$ cat src/rtl/call_gate_pkg.sv
// constants, field layout and types shared by the call-gate checker
package call_gate_pkg;

   // virtual address width for the canonical test
   localparam int unsigned VA_BITS_DEF = 48;

   // apb register byte addresses
   localparam int unsigned ADDR_W = 12;
   localparam logic [ADDR_W-1:0] ADDR_CONTROL = 12'h000;
   localparam logic [ADDR_W-1:0] ADDR_PRIV = 12'h004;
   localparam logic [ADDR_W-1:0] ADDR_STATUS = 12'h008;

   // register fields and reset values
   localparam int CTRL_LONG_BIT = 0;
   localparam int STATUS_BUSY_BIT = 0;
   localparam int STATUS_FAULT_LSB = 1;
   localparam int STATUS_SWITCH_BIT = 3;
   localparam int STATUS_SEL_LSB = 16;
   localparam logic CTRL_LONG_RST = 1'b0;
   localparam logic [1:0] CPL_RST = 2'h0;

   // bit positions inside a 64-bit descriptor word
   localparam int F_OFF_LO = 0;
   localparam int F_SEL = 16;
   localparam int F_BASE_LO = 16;
   localparam int F_PCOUNT = 32;
   localparam int F_TYPE = 40;
   localparam int F_CONF = 42;
   localparam int F_CODE = 43;
   localparam int F_S = 44;
   localparam int F_DPL = 45;
   localparam int F_P = 47;
   localparam int F_OFF_HI = 48;
   localparam int F_LONG = 53;
   localparam int F_DSIZE = 54;
   localparam int F_BASE_HI = 56;
   localparam int F_HI_OFF = 0;
   localparam int F_HI_TYPE = 40;

   // gate type codes
   localparam logic [3:0] TYPE_GATE16 = 4'h4;
   localparam logic [3:0] TYPE_GATE32 = 4'hC;

   // source table reported with each fetched descriptor
   localparam logic [1:0] TBL_GDT = 2'h0;
   localparam logic [1:0] TBL_LDT = 2'h1;
   localparam logic [1:0] TBL_IDT = 2'h2;

   // width of one stack push in bytes
   localparam logic [3:0] PUSH_2 = 4'h2;
   localparam logic [3:0] PUSH_4 = 4'h4;
   localparam logic [3:0] PUSH_8 = 4'h8;

   typedef enum logic [1:0] {FAULT_NONE, FAULT_GP, FAULT_NP} fault_kind_t;

   typedef enum logic [2:0] {
      ST_IDLE, ST_GATE_LO, ST_GATE_HI, ST_EVAL_GATE, ST_CODE, ST_EVAL_CODE
   } state_t;

endpackage : call_gate_pkg

$ cat src/rtl/gate_check_if.sv
// descriptor words in, verdicts out, between sequencer and evaluator
interface gate_check_if;
   logic [63:0] gate_lo;
   logic [63:0] gate_hi;
   logic [63:0] code_desc;
   logic [1:0] gate_tbl;
   logic [1:0] code_tbl;
   logic [1:0] current_privilege_level;
   logic [1:0] requestor_privilege_level;
   logic is_call;
   logic long_mode;
   call_gate_pkg::fault_kind_t gate_fault;
   call_gate_pkg::fault_kind_t code_fault;
   logic stack_switch;
   logic [1:0] new_cpl;
   logic [3:0] push_bytes;
   logic [4:0] param_count;
   logic [15:0] target_sel;
   logic [63:0] target_off;
   logic [63:0] entry_addr;

   modport seq_mp (
      output gate_lo, gate_hi, code_desc, gate_tbl, code_tbl, current_privilege_level, requestor_privilege_level, is_call, long_mode,
      input gate_fault, code_fault, stack_switch, new_cpl, push_bytes, param_count,
      input target_sel, target_off, entry_addr
   );
   modport chk_mp (
      input gate_lo, gate_hi, code_desc, gate_tbl, code_tbl, current_privilege_level, requestor_privilege_level, is_call, long_mode,
      output gate_fault, code_fault, stack_switch, new_cpl, push_bytes, param_count,
      output target_sel, target_off, entry_addr
   );
endinterface : gate_check_if

$ cat src/rtl/call_gate_privilege_check.sv
// far call and far jump through a call gate: sequencing, apb registers, results
// Overview of operation
// - gate descriptors from the interrupt table are refused with a protection fault.
// - gate size sets push width: 16-bit gate pushes words, 32-bit doublewords.
// - a gate or target with present bit clear raises the not-present fault.
// - parameter count is words or doublewords by gate size, used only on switch.
// - at most 31 parameters are copied between stacks.
// - long gate bytes 11:8 give offset bits 63:32; non-canonical offset faults.
// - long gate upper type field bits 12:8 must be zero, else protection fault.
// - long gate is sixteen bytes, fetched as two descriptor words.
// - long gate target must have long bit set and size bit clear.
// - in long mode type 0CH is the 64-bit gate; no 32-bit gate.
// - type 04H referenced in long mode raises a protection fault.
// - long gates push eight bytes, full pointer, and copy no parameters.
// - only the far pointer selector locates the gate; its offset is ignored.
// - target descriptor comes from gate selector; entry is base plus gate offset.
// - current level must not exceed the gate's privilege level.
// - selector requestor level must not exceed the gate's privilege level.
// - calls need target privilege level at or below the current level.
// - jumps to nonconforming targets need target level equal to current level.
// - calls and jumps may reach conforming targets at or below current level.
// - call to inner nonconforming target lowers current level and requests stack switch.
// - conforming targets keep the current level and need no stack switch.
//
// Design decisions made here: the APB register port and the register addresses.
module call_gate_privilege_check
   import call_gate_pkg::*;
#(
   parameter int unsigned VA_BITS = VA_BITS_DEF
) (
   input wire logic sys_clk_i,
   input wire logic rst_n_i,
   input wire logic psel_i,
   input wire logic penable_i,
   input wire logic pwrite_i,
   input wire logic [ADDR_W-1:0] paddr_i,
   input wire logic [31:0] pwdata_i,
   output logic [31:0] prdata_o,
   output logic pready_o,
   output logic pslverr_o,
   input wire logic xfer_valid_i,
   output logic xfer_ready_o,
   input wire logic xfer_is_call_i,
   input wire logic [15:0] xfer_selector_i,
   output logic desc_req_o,
   output logic [15:0] desc_sel_o,
   output logic desc_upper_o,
   input wire logic desc_valid_i,
   input wire logic [63:0] desc_data_i,
   input wire logic [1:0] desc_table_i,
   output logic done_o,
   output logic [1:0] fault_o,
   output logic [15:0] fault_sel_o,
   output logic [15:0] target_cs_o,
   output logic [63:0] wide_instruction_pointer_o,
   output logic [63:0] entry_addr_o,
   output logic [1:0] current_privilege_level_o,
   output logic stack_switch_o,
   output logic [3:0] push_bytes_o,
   output logic [4:0] param_count_o
);
   state_t state;
   logic long_mode;
   logic long_q;
   logic is_call_q;
   logic [15:0] sel_q;
   logic [63:0] gate_lo_q;
   logic [63:0] gate_hi_q;
   logic [63:0] code_q;
   logic [1:0] gate_tbl_q;
   logic [1:0] code_tbl_q;
   logic last_switch;
   logic apb_setup;
   logic apb_write;
   logic addr_hit;
   logic finish_ok;

   gate_check_if chk ();

   gate_privilege_eval #(
      .VA_BITS(VA_BITS)
   ) u_eval (
      .chk(chk.chk_mp)
   );

   assign chk.gate_lo = gate_lo_q;
   assign chk.gate_hi = gate_hi_q;
   assign chk.code_desc = code_q;
   assign chk.gate_tbl = gate_tbl_q;
   assign chk.code_tbl = code_tbl_q;
   assign chk.current_privilege_level = current_privilege_level_o;
   assign chk.requestor_privilege_level = sel_q[1:0];
   assign chk.is_call = is_call_q;
   assign chk.long_mode = long_q;

   // apb slave: zero wait states, read data staged during setup
   assign apb_setup = psel_i && !penable_i;
   assign apb_write = psel_i && penable_i && pwrite_i;
   assign addr_hit = (paddr_i == ADDR_CONTROL) || (paddr_i == ADDR_PRIV) ||
                     (paddr_i == ADDR_STATUS);
   assign pready_o = 1'b1;
   assign pslverr_o = psel_i && penable_i && !addr_hit;

   always_ff @(posedge sys_clk_i or negedge rst_n_i) begin
      if (!rst_n_i) begin
         prdata_o <= 32'h0000_0000;
      end else if (apb_setup) begin
         prdata_o <= 32'h0000_0000;
         case (paddr_i)
            ADDR_CONTROL: begin
               prdata_o[CTRL_LONG_BIT] <= long_mode;
            end
            ADDR_PRIV: begin
               prdata_o[1:0] <= current_privilege_level_o;
            end
            ADDR_STATUS: begin
               prdata_o[STATUS_BUSY_BIT] <= (state != ST_IDLE);
               prdata_o[STATUS_FAULT_LSB +: 2] <= fault_o;
               prdata_o[STATUS_SWITCH_BIT] <= last_switch;
               prdata_o[STATUS_SEL_LSB +: 16] <= fault_sel_o;
            end
            default: begin
               prdata_o <= 32'h0000_0000;
            end
         endcase
      end
   end

   // mode is sampled per transfer, so a write mid-transfer cannot split a decode
   always_ff @(posedge sys_clk_i or negedge rst_n_i) begin
      if (!rst_n_i) begin
         long_mode <= CTRL_LONG_RST;
      end else if (apb_write && paddr_i == ADDR_CONTROL) begin
         long_mode <= pwdata_i[CTRL_LONG_BIT];
      end
   end

   assign finish_ok = (state == ST_EVAL_CODE) && (chk.code_fault == FAULT_NONE);

   // a completing transfer wins over a software write in the same cycle
   always_ff @(posedge sys_clk_i or negedge rst_n_i) begin
      if (!rst_n_i) begin
         current_privilege_level_o <= CPL_RST;
      end else if (finish_ok) begin
         current_privilege_level_o <= chk.new_cpl;
      end else if (apb_write && paddr_i == ADDR_PRIV) begin
         current_privilege_level_o <= pwdata_i[1:0];
      end
   end

   assign xfer_ready_o = (state == ST_IDLE);
   assign desc_req_o = (state == ST_GATE_LO) || (state == ST_GATE_HI) || (state == ST_CODE);

   always_ff @(posedge sys_clk_i or negedge rst_n_i) begin
      if (!rst_n_i) begin
         state <= ST_IDLE;
         sel_q <= 16'h0000;
         is_call_q <= 1'b0;
         long_q <= 1'b0;
         desc_sel_o <= 16'h0000;
         desc_upper_o <= 1'b0;
      end else begin
         case (state)
            ST_IDLE: begin
               if (xfer_valid_i) begin
                  sel_q <= xfer_selector_i;
                  is_call_q <= xfer_is_call_i;
                  long_q <= long_mode;
                  desc_sel_o <= xfer_selector_i;
                  desc_upper_o <= 1'b0;
                  state <= ST_GATE_LO;
               end
            end
            ST_GATE_LO: begin
               if (desc_valid_i && long_q) begin
                  desc_upper_o <= 1'b1;
                  state <= ST_GATE_HI;
               end else if (desc_valid_i) begin
                  state <= ST_EVAL_GATE;
               end
            end
            ST_GATE_HI: begin
               if (desc_valid_i) begin
                  desc_upper_o <= 1'b0;
                  state <= ST_EVAL_GATE;
               end
            end
            ST_EVAL_GATE: begin
               if (chk.gate_fault != FAULT_NONE) begin
                  state <= ST_IDLE;
               end else begin
                  desc_sel_o <= chk.target_sel;
                  state <= ST_CODE;
               end
            end
            ST_CODE: begin
               if (desc_valid_i) begin
                  state <= ST_EVAL_CODE;
               end
            end
            ST_EVAL_CODE: begin
               state <= ST_IDLE;
            end
            default: begin
               state <= ST_IDLE;
            end
         endcase
      end
   end

   // descriptor capture; the upper word is cleared so legacy gates see zeros
   always_ff @(posedge sys_clk_i or negedge rst_n_i) begin
      if (!rst_n_i) begin
         gate_lo_q <= 64'h0000_0000_0000_0000;
         gate_hi_q <= 64'h0000_0000_0000_0000;
         code_q <= 64'h0000_0000_0000_0000;
         gate_tbl_q <= TBL_GDT;
         code_tbl_q <= TBL_GDT;
      end else begin
         if (state == ST_IDLE && xfer_valid_i) begin
            gate_hi_q <= 64'h0000_0000_0000_0000;
         end
         if (state == ST_GATE_LO && desc_valid_i) begin
            gate_lo_q <= desc_data_i;
            gate_tbl_q <= desc_table_i;
         end
         if (state == ST_GATE_HI && desc_valid_i) begin
            gate_hi_q <= desc_data_i;
         end
         if (state == ST_CODE && desc_valid_i) begin
            code_q <= desc_data_i;
            code_tbl_q <= desc_table_i;
         end
      end
   end

   // targets move only on success; a fault reports and leaves them alone
   always_ff @(posedge sys_clk_i or negedge rst_n_i) begin
      if (!rst_n_i) begin
         done_o <= 1'b0;
         fault_o <= FAULT_NONE;
         fault_sel_o <= 16'h0000;
         target_cs_o <= 16'h0000;
         wide_instruction_pointer_o <= 64'h0000_0000_0000_0000;
         entry_addr_o <= 64'h0000_0000_0000_0000;
         stack_switch_o <= 1'b0;
         last_switch <= 1'b0;
         push_bytes_o <= PUSH_2;
         param_count_o <= 5'h00;
      end else begin
         done_o <= 1'b0;
         stack_switch_o <= 1'b0;
         if (state == ST_EVAL_GATE && chk.gate_fault != FAULT_NONE) begin
            done_o <= 1'b1;
            fault_o <= chk.gate_fault;
            fault_sel_o <= sel_q;
            last_switch <= 1'b0;
         end else if (state == ST_EVAL_CODE && !finish_ok) begin
            done_o <= 1'b1;
            fault_o <= chk.code_fault;
            fault_sel_o <= chk.target_sel;
            last_switch <= 1'b0;
         end else if (finish_ok) begin
            done_o <= 1'b1;
            fault_o <= FAULT_NONE;
            fault_sel_o <= 16'h0000;
            target_cs_o <= chk.target_sel;
            wide_instruction_pointer_o <= chk.target_off;
            entry_addr_o <= chk.entry_addr;
            stack_switch_o <= chk.stack_switch;
            last_switch <= chk.stack_switch;
            push_bytes_o <= chk.push_bytes;
            param_count_o <= chk.param_count;
         end
      end
   end

   property p_idt_gate;
      @(posedge sys_clk_i) disable iff (!rst_n_i)
      (state == ST_EVAL_GATE && gate_tbl_q == TBL_IDT) |=> done_o && fault_o == FAULT_GP;
   endproperty
   a_idt_gate: assert property (p_idt_gate) else $error("interrupt gate accepted");

   property p_gate_np;
      @(posedge sys_clk_i) disable iff (!rst_n_i)
      (state == ST_EVAL_GATE && chk.gate_fault != FAULT_GP && !gate_lo_q[F_P])
      |=> done_o && fault_o == FAULT_NP && fault_sel_o == $past(sel_q);
   endproperty
   a_gate_np: assert property (p_gate_np) else $error("absent gate not reported");

   property p_gate_cpl;
      @(posedge sys_clk_i) disable iff (!rst_n_i)
      (state == ST_EVAL_GATE && current_privilege_level_o > gate_lo_q[F_DPL +: 2])
      |=> done_o && fault_o == FAULT_GP ##1 !done_o;
   endproperty
   a_gate_cpl: assert property (p_gate_cpl) else $error("gate level check missed");

   property p_gate_rpl;
      @(posedge sys_clk_i) disable iff (!rst_n_i)
      (state == ST_EVAL_GATE && sel_q[1:0] > gate_lo_q[F_DPL +: 2])
      |=> fault_o == FAULT_GP && state == ST_IDLE;
   endproperty
   a_gate_rpl: assert property (p_gate_rpl) else $error("requestor level check missed");

   property p_jump_nonconf;
      @(posedge sys_clk_i) disable iff (!rst_n_i)
      (state == ST_EVAL_CODE && !is_call_q && !code_q[F_CONF] &&
       code_q[F_DPL +: 2] != current_privilege_level_o) |=> done_o && fault_o == FAULT_GP;
   endproperty
   a_jump_nonconf: assert property (p_jump_nonconf) else $error("jump level passed");

   property p_inner_call;
      @(posedge sys_clk_i) disable iff (!rst_n_i)
      (finish_ok && is_call_q && !code_q[F_CONF] &&
       code_q[F_DPL +: 2] < current_privilege_level_o)
      |=> stack_switch_o && current_privilege_level_o == $past(code_q[F_DPL +: 2]);
   endproperty
   a_inner_call: assert property (p_inner_call) else $error("no inner switch");

   property p_conf_keeps;
      @(posedge sys_clk_i) disable iff (!rst_n_i)
      (finish_ok && code_q[F_CONF]) |=> !stack_switch_o &&
      current_privilege_level_o == $past(current_privilege_level_o);
   endproperty
   a_conf_keeps: assert property (p_conf_keeps) else $error("conforming level moved");

   property p_fault_keeps;
      @(posedge sys_clk_i) disable iff (!rst_n_i)
      (done_o && fault_o != FAULT_NONE)
      |-> $stable(target_cs_o) && $stable(wide_instruction_pointer_o) && !stack_switch_o;
   endproperty
   a_fault_keeps: assert property (p_fault_keeps) else $error("fault moved the target");

   property p_long_push;
      @(posedge sys_clk_i) disable iff (!rst_n_i)
      (finish_ok && long_q) |=> push_bytes_o == PUSH_8 && param_count_o == 5'h00;
   endproperty
   a_long_push: assert property (p_long_push) else $error("long gate push width wrong");

   property p_long_target;
      @(posedge sys_clk_i) disable iff (!rst_n_i)
      (state == ST_EVAL_CODE && long_q && code_q[F_P] && (!code_q[F_LONG] || code_q[F_DSIZE]))
      |=> fault_o == FAULT_GP && fault_sel_o == $past(gate_lo_q[F_SEL +: 16]);
   endproperty
   a_long_target: assert property (p_long_target) else $error("bad long target");

   property p_canon_out;
      @(posedge sys_clk_i) disable iff (!rst_n_i)
      (done_o && fault_o == FAULT_NONE && $past(long_q))
      |-> (&wide_instruction_pointer_o[63:VA_BITS-1]) ||
          !(|wide_instruction_pointer_o[63:VA_BITS-1]);
   endproperty
   a_canon_out: assert property (p_canon_out) else $error("non-canonical entry");

   c_inner_call: cover property (@(posedge sys_clk_i) disable iff (!rst_n_i)
      done_o && stack_switch_o);
   c_jump_conf: cover property (@(posedge sys_clk_i) disable iff (!rst_n_i)
      finish_ok && !is_call_q && code_q[F_CONF]);
   c_not_present: cover property (@(posedge sys_clk_i) disable iff (!rst_n_i)
      done_o && fault_o == FAULT_NP);
   c_long_ok: cover property (@(posedge sys_clk_i) disable iff (!rst_n_i)
      finish_ok && long_q);

endmodule : call_gate_privilege_check

$ cat src/rtl/gate_privilege_eval.sv
// combinational decode of gate and code descriptors and privilege verdict
module gate_privilege_eval
   import call_gate_pkg::*;
#(
   parameter int unsigned VA_BITS = VA_BITS_DEF
) (
   gate_check_if.chk_mp chk
);
   logic [3:0] g_type;
   logic [1:0] g_dpl;
   logic [1:0] c_dpl;
   logic c_conf;
   logic canon;
   logic type_ok;
   logic inner_call;
   logic [31:0] c_base;

   if (VA_BITS < 33 || VA_BITS > 64) begin : g_bad_va
      $error("VA_BITS must lie between 33 and 64");
   end

   assign g_type = chk.gate_lo[F_TYPE +: 4];
   assign g_dpl = chk.gate_lo[F_DPL +: 2];
   assign c_dpl = chk.code_desc[F_DPL +: 2];
   assign c_conf = chk.code_desc[F_CONF];
   assign c_base = {chk.code_desc[F_BASE_HI +: 8], chk.code_desc[F_BASE_LO +: 24]};
   assign chk.target_sel = chk.gate_lo[F_SEL +: 16];

   always_comb begin
      if (chk.long_mode) begin
         chk.target_off = {chk.gate_hi[F_HI_OFF +: 32], chk.gate_lo[F_OFF_HI +: 16],
                           chk.gate_lo[F_OFF_LO +: 16]};
      end else if (g_type == TYPE_GATE32) begin
         chk.target_off = {32'h0000_0000, chk.gate_lo[F_OFF_HI +: 16],
                           chk.gate_lo[F_OFF_LO +: 16]};
      end else begin
         chk.target_off = {48'h0000_0000_0000, chk.gate_lo[F_OFF_LO +: 16]};
      end
   end

   assign canon = (&chk.target_off[63:VA_BITS-1]) || !(|chk.target_off[63:VA_BITS-1]);
   // in long mode only the wide gate type is decoded; the 16-bit type is refused
   assign type_ok = chk.long_mode ? (g_type == TYPE_GATE32) :
                    (g_type == TYPE_GATE32 || g_type == TYPE_GATE16);

   always_comb begin
      chk.gate_fault = FAULT_NONE;
      if (chk.gate_tbl == TBL_IDT) begin
         chk.gate_fault = FAULT_GP;
      end else if (chk.gate_lo[F_S] || !type_ok) begin
         chk.gate_fault = FAULT_GP;
      end else if (chk.current_privilege_level > g_dpl || chk.requestor_privilege_level > g_dpl) begin
         chk.gate_fault = FAULT_GP;
      end else if (!chk.gate_lo[F_P]) begin
         chk.gate_fault = FAULT_NP;
      end else if (chk.long_mode && chk.gate_hi[F_HI_TYPE +: 5] != 5'h00) begin
         chk.gate_fault = FAULT_GP;
      end else if (chk.long_mode && !canon) begin
         chk.gate_fault = FAULT_GP;
      end
   end

   always_comb begin
      chk.code_fault = FAULT_NONE;
      if (chk.code_tbl == TBL_IDT || !chk.code_desc[F_S] || !chk.code_desc[F_CODE]) begin
         chk.code_fault = FAULT_GP;
      end else if (c_dpl > chk.current_privilege_level) begin
         chk.code_fault = FAULT_GP;
      end else if (!chk.is_call && !c_conf && c_dpl != chk.current_privilege_level) begin
         chk.code_fault = FAULT_GP;
      end else if (!chk.code_desc[F_P]) begin
         chk.code_fault = FAULT_NP;
      end else if (chk.long_mode && (!chk.code_desc[F_LONG] || chk.code_desc[F_DSIZE])) begin
         chk.code_fault = FAULT_GP;
      end
   end

   // conforming targets keep the caller's level, so no new stack is needed
   assign inner_call = chk.is_call && !c_conf && (c_dpl < chk.current_privilege_level);
   assign chk.stack_switch = inner_call;
   assign chk.new_cpl = inner_call ? c_dpl : chk.current_privilege_level;

   assign chk.push_bytes = chk.long_mode ? PUSH_8 :
                           (g_type == TYPE_GATE32) ? PUSH_4 : PUSH_2;
   // count is words or doublewords per push_bytes; long gates never copy
   assign chk.param_count = (inner_call && !chk.long_mode) ?
                            chk.gate_lo[F_PCOUNT +: 5] : 5'h00;
   assign chk.entry_addr = {32'h0000_0000, c_base} + chk.target_off;

endmodule : gate_privilege_eval

$ cat config.mk
export PLATFORM = sky130hd
export DESIGN_NAME = call_gate_privilege_check
export DESIGN_NICKNAME = d
export VERILOG_FILES = /design/src/rtl/call_gate_pkg.sv /design/src/rtl/gate_check_if.sv /design/src/rtl/call_gate_privilege_check.sv /design/src/rtl/gate_privilege_eval.sv
export SDC_FILE = /design/constraint.sdc
export NUM_CORES = 1
export LEC_CHECK = 0
export BUFFER_PORTS_ARGS = -buffer_cell sky130_fd_sc_hd__buf_2
export CAP_MARGIN = 0
export CELL_PAD_IN_SITES_DETAIL_PLACEMENT = 0
export CELL_PAD_IN_SITES_GLOBAL_PLACEMENT = 2
export CORE_AREA = 2 2 217 219
export DETAILED_ROUTE_END_ITERATION = 6
export DIE_AREA = 0 0 219 221
export PLACE_DENSITY_LB_ADDON = 0.1
export SLEW_MARGIN = 20
export SYNTH_ARGS = -nofsm -noshare
export SYNTH_HDL_FRONTEND = slang
export SYNTH_SLANG_ARGS = --single-unit
export TNS_END_PERCENT = 50
$ cat constraint.sdc
create_clock -name sys_clk_i -period 7.7 [get_ports sys_clk_i]
set_input_delay 1.155 -clock sys_clk_i [delete_from_list [all_inputs] [get_ports sys_clk_i]]
set_output_delay 1.155 -clock sys_clk_i [all_outputs]
set_load 0.01 [all_outputs]
=== Word-level counts from Yosys, hierarchy flattened ===
Index checks and enable logic that the tools add are counted.

* Add/subtract/negate cells: 1
* Order comparisons: 4
* Equal/unequal tests: 18
* Muxes and demuxes: 54
* Bitwise operators: 2
* Reduce and logical (&&, ||, !) cells: 64

{| class="wikitable"
|+ Operators with widths
! cell !! number
|-
| 16-bit 2-to-1 mux || 6
|-
| 45-bit 2-to-1 mux || 2
|-
| 32-bit by 64-bit adder with 64-bit output || 1
|-
| 64-bit 2-to-1 mux || 1
|-
| 2-bit 2-to-1 mux || 16
|-
| 32-bit 2-to-1 mux || 1
|-
| 16-bit case mux with 2 select lines || 1
|-
| 1-bit logical AND || 22
|-
| 3-bit 2-to-1 mux || 6
|-
| 17-bit AND reduction || 1
|-
| 17-bit OR reduction || 1
|-
| 1-bit 2-to-1 mux || 15
|-
| 3-bit case mux with 5 select lines || 1
|-
| 12-bit by 3-bit equality test with 1-bit output (second input constant) || 1
|-
| 12-bit by 4-bit equality test with 1-bit output (second input constant) || 1
|-
| 1-bit zero test || 12
|-
| 12-bit zero test || 1
|-
| 1-bit logical OR || 11
|-
| 3-bit nonzero test || 3
|-
| 2-bit != test (second input constant) || 4
|-
| 2-bit nonzero test || 4
|-
| 3-bit by 2-bit equality test with 1-bit output (second input constant) || 2
|-
| 3-bit equality test (second input constant) || 2
|-
| 2-bit > comparator || 3
|-
| 18 further kinds || 25
|}

* Register bits: 412
* Word-level logic and storage cells: 167

=== Depth between registers and ports, before layout ===
* Depth in word-level cells: 18
* Depth in mapped cells: 16
* Gate-level depth less buffers: 13

=== Modules after synthesis ===
Synthesis repeated with hierarchy kept, for this count alone.

* Cells, all modules: 1771
* Area, all modules: 20271.9 µm²

{| class="wikitable"
|+ By module, submodules not included
! module !! times used !! cells an instance !! area an instance (µm²) !! seq. area each (µm²)
|-
| call_gate_privilege_check || 1 || 1232 || 16754.8 || 10786.6
|-
| gate_privilege_eval || 1 || 539 || 3517.1 || 0.0
|}

=== Worst setup path after synthesis ===
No wires, ideal clock.

* Kind: reg-to-reg
* Start point: register long_q, in the netlist chk.long_mode
* End point: register entry_addr_o[34]
* Arrival: 3494 ps
* Data required time: 7574 ps
* Setup slack: 4080 ps
* Cell stages (with the launch flop): 17
* Path buffers: 4
* Clock period less this slack: 3620 ps
* Path through: dfrtp_1 -> clkbuf_1 -> inv_1 -> nand2_1 -> clkbuf_1 -> and2_1 -> ha_1 -> clkbuf_1 -> a21oi_1 -> o21bai_1 -> a2111oi_0 -> nor3_1 -> o21ai_0 -> clkbuf_1 -> nand2_1 -> and3_1 -> a221o_1

{| class="wikitable"
|+ RTL lines
! what !! line !! text
|-
| start, declared || call_gate_privilege_check.sv:64 || <nowiki>logic long_q;</nowiki>
|-
| start signal, assigned || call_gate_privilege_check.sv:168 || <nowiki>long_q <= long_mode;</nowiki>
|-
| 64-bit 2-to-1 mux || gate_privilege_eval.sv:30 || <nowiki>if (chk.long_mode) begin</nowiki>
|-
| net chk.target_off[23] || gate_check_if.sv:19 || <nowiki>logic [63:0] target_off;</nowiki>
|-
| 32-bit by 64-bit adder with 64-bit output || gate_privilege_eval.sv:88 || <nowiki>assign chk.entry_addr = {32'h0000_0000, c_base} + chk.target_off;</nowiki>
|-
| end signal, assigned || call_gate_privilege_check.sv:269 || <nowiki>entry_addr_o <= chk.entry_addr;</nowiki>
|-
| end, declared || call_gate_privilege_check.sv:56 || <nowiki>output logic [63:0] entry_addr_o,</nowiki>
|}

The timed path passes the listed nets, and every way through them passes these cells.
A chain may end at the register's enable or synchronous reset.

=== Final worst setup path ===
* Start point: register long_q, in the netlist chk.long_mode
* End point: register entry_addr_o[57]

The elaborated chain is that of the path after synthesis.

==> impl_metrics.yaml <==
critical_path:
  critPathArrivalTime_ns: 4.68
  path_delay_family: "simple AND/OR/NAND/NOR gates"
  start_kind: "register"
  crit_chain: "inv_1 > nand2_1 > and2_1 > ha_1 > nand4_1 > nor3_1 > nand2_1 > a21oi_1 > o21ai_1 > buf_4 > nor4_1 > nor3_1 > a221o_1"
  crit_path_max_incr_delay_ns: 0.54
  r2r_cells: 13
  crit_type: "register to register"
  cp_max_fo: 17
  slowest_stage: "nor4_1"
  cp.required_ns: 8.16
  path_depth: 13
  end_kind: "register"
  path_buf_inv: 2
cts:
  ctsHtreeMaxLevel: 2
  ctsRootBufferMaster: "clkbuf_16"
  clock_path_buffers: 3
  insertion_delay_ns: 0.58
  cts_resized: 0
  clkTransAtPathRegs_ns: 0.06
  cts_setup_buffers: 0
  cts_sinks: 376
  cts_hold_buf: 0
  cts_tree: "yes"
  cts_buffers: 43
placed_design:
  place.gp.congestion: 0.836
  dpl.hpwl_um: 39200
  post-place-ws_ns: 3.47
  dp_cells: 2472
  port_buffers: 317
grt:
  grt_pass1_wl_um: 82300
  track_usage: 0.223
  grt_max_degree: 116
  overflow: 0
  grt_pass1_vias: 13223
  antenna_found_initial: 4
timing:
  finClkSkew_ns: 0.0227
  finalSetupTns_ns: 0
  setup_viol: 0
  hold_viol: 0
  drv_slew: 0
  hold_slack_ns: 0.468
  rsz0062_at_grt: "no"
  fmax_mhz: 237
  setup_ws_ns: 3.47
  fin_crit_sh: 0.549
  post-route-min-period_ns: 4.23
  maxSlewHeadroom: 0.288
  worst_pin_slew_ns: 1.07
logic_synthesis:
  syn_area_sq_um: 17400
  synth_top_family_by_area: "compound AO/OA/AOI/OAI gates"
  synth.distinct_cells: 64
  synth-seq-cells: 376
  synthMuxAreaShare: 0.111
  synth_xor_area_frac: 0.0257
  ys_seq_area_frac: 0.541
  synth_edf_count: 0
  synth_compound_area_frac: 0.132
  synth_fa_ha_area_frac: 0.0292
  synth_ff_type: "dfrtp_1"
  synth.top_cell.area_share: 0.539
  synth_area_leaders: "dfrtp_1 54%, mux2_2 10%, nand2_1 6.5%, o21ai_0 3.3%, ha_1 2.8%"
  ys_async_sr_fraction: 1.00
  syn_area_per_cell_sq_um: 10.8
  synth_cells: 1615
  synthSimpleGateAreaFrac: 0.129
  synth_largest_area_cell: "dfrtp_1"
  yosys_warnings: 0
routing:
  dr.pass1.iters: 5
  finalWirelength_um: 53500
  postRouteAntennaNets: 0
  drc_errors: 0
  vias_per_cell: 5.19
  vias: 13218
  wl_per_cell_um: 21.0
  drt_iter0_markers: 911
floorplan:
  core_sq_um: 46100
  die_h_um: 221
  die_width_um: 219
  rows: 79
  io_pins: 362
  dieArea_sq_um: 48400
  start_util: 0.378
finish:
  final_layout_size_suffix_gt1_frac: 0.309
  layout.nets: 2085
  syn2layout_area_growth_pct: 21.2
  fillCellCount: 4509
  final_cells: 2548
hold_path:
  hold_class: "register to register"
  whs_path_depth: 2
job:
  maxCapViolations: 0
power:
  ir_drop_mv: 0.177
  power_leakage_nw: 10.3
  power_density_nw_per_um2: 308
run_status:
  status: "complete, no violations"
worst register-to-register path, cell delays in order, from the launching register on:
cell,delay [ns]
dfrtp_1,0.37
inv_1,0.22
nand2_1,0.47
and2_1,0.39
ha_1,0.44
nand4_1,0.15
nor3_1,0.45
nand2_1,0.10
a21oi_1,0.25
o21ai_1,0.12
buf_4,0.22
nor4_1,0.55
nor3_1,0.09
a221o_1,0.29
through the flow:
| stage | cell area (sq um) | total power (W) | utilization |
|---|---|---|---|
| final | 21100 | 0.00650 | 0.458 |
| after global routing | 21100 | 0.00684 | 0.458 |
| after CTS | 21100 | 0.00657 | 0.457 |
| after detailed placement | 19600 | 0.00436 | 0.425 |
| after global placement | 19600 | 0.00434 | 0.425 |
| after floorplan | 17400 | 0.00373 | - |
state kept, by name, summed over array words and instances, names as in the netlist, 20 cells and up:
signal,flops
entry_addr_o,64
wide_instruction_pointer_o,64
chk.gate_hi,37
chk.gate_lo,61
chk.code_desc,40
prdata_o,20
where the power goes:
part / switching [W] / internal (W)
Combinational: 0.000789 / 0.000742
Sequential: 0.000403 / 0.00239
Clock: 0.000837 / 0.00134
final timing paths:
kind	from	end	slack, ns
max reg2reg	chk.long_mode$_DFFE_PN0P_	entry_addr_o[57]$_DFFE_PN0P_	3.47
min reg2reg	param_count_o[1]$_DFFE_PN0P_	param_count_o[1]$_DFFE_PN0P_	0.47
min	param_count_o[1]$_DFFE_PN0P_	param_count_o[1]$_DFFE_PN0P_	0.47
max	chk.long_mode$_DFFE_PN0P_	entry_addr_o[57]$_DFFE_PN0P_	3.47
max in group asynchronous	rst_n_i	wide_instruction_pointer_o[52]$_DFFE_PN0P_	5.80
min in group asynchronous	rst_n_i	chk.gate_lo[6]$_DFFE_PN0P_	0.54
synth_stat cells, types with 5 or more instances:
cell type,n
dfrtp_1,375
nand2_1,299
mux2_2,154
o21ai_0,114
clkbuf_1,72
a21oi_1,59
a22o_1,55
nor2_1,43
ha_1,39
nand3_1,39
inv_1,32
xor2_1,29
xnor2_1,22
and2_1,21
nor3_1,20
o21a_1,19
nor4_1,16
buf_4,14
nand4_1,12
o221a_2,12
a21o_1,11
and3_1,11
a211oi_1,10
mux2_4,10
a21boi_0,9
a31oi_1,9
buf_1,9
o21bai_1,8
or3_1,8
nor2b_1,7
a221o_1,6
o31ai_1,5
or2_2,5
layout make-up:
class                           count  area (sq um)  share of cell area
Tap cell                          607           759              0.0360
Clock inverter                     12           199             0.00944
Sequential cell                   376          9410               0.446
Timing Repair Buffer              338          1770              0.0842
Inverter                           32           120             0.00570
Clock buffer                       62          1300              0.0617
Antenna cell                        1          2.50            0.000119
Multi-Input combinational cell   1120          7510               0.356
metal layers:
metal / part of all wire / vias up / track usage
li1: - / 6285 / -
met1: 0.46 / 6525 / 0.318
met2: 0.47 / 332 / 0.351
met3: 0.052 / 70 / 0.0378
met4: 0.019 / 6 / 0.0578
met5: 0.00086 / - / 0
logic make-up (layout without fill, tap and decap cells):
logic type               after synthesis  after routing
flip-flops                           376            376
AO/OA/AOI/OAI                        345            345
adder cells (fa/ha/maj)               40             40
AND/OR/NAND/NOR                      502            502
XOR/XNOR                              51             51
multiplexers                         168            168
other                                  2             15
buffers and inverters                131            444
placed cells by master, fill, tap and decap left out, drive strengths merged, types with 5 or more instances in the layout:
cell type and count:
dfrtp 375, buf 338, nand2 299, mux2 164, o21ai 114, clkbuf 62
a21oi 59, a22o 55, nor2 44, nand3 39, ha 39, inv 33
xor2 29, xnor2 22, and2 21, nor3 21, o21a 19, nor4 16
conb 14, nand4 12, o221a 12, a21o 11, and3 11, a211oi 10
a21boi 9, a31oi 9, o21bai 9, or3 8, nor2b 7, a221o 6
or2 5, bufinv 5, o31ai 5
Power figures use the tool's default switching activity.
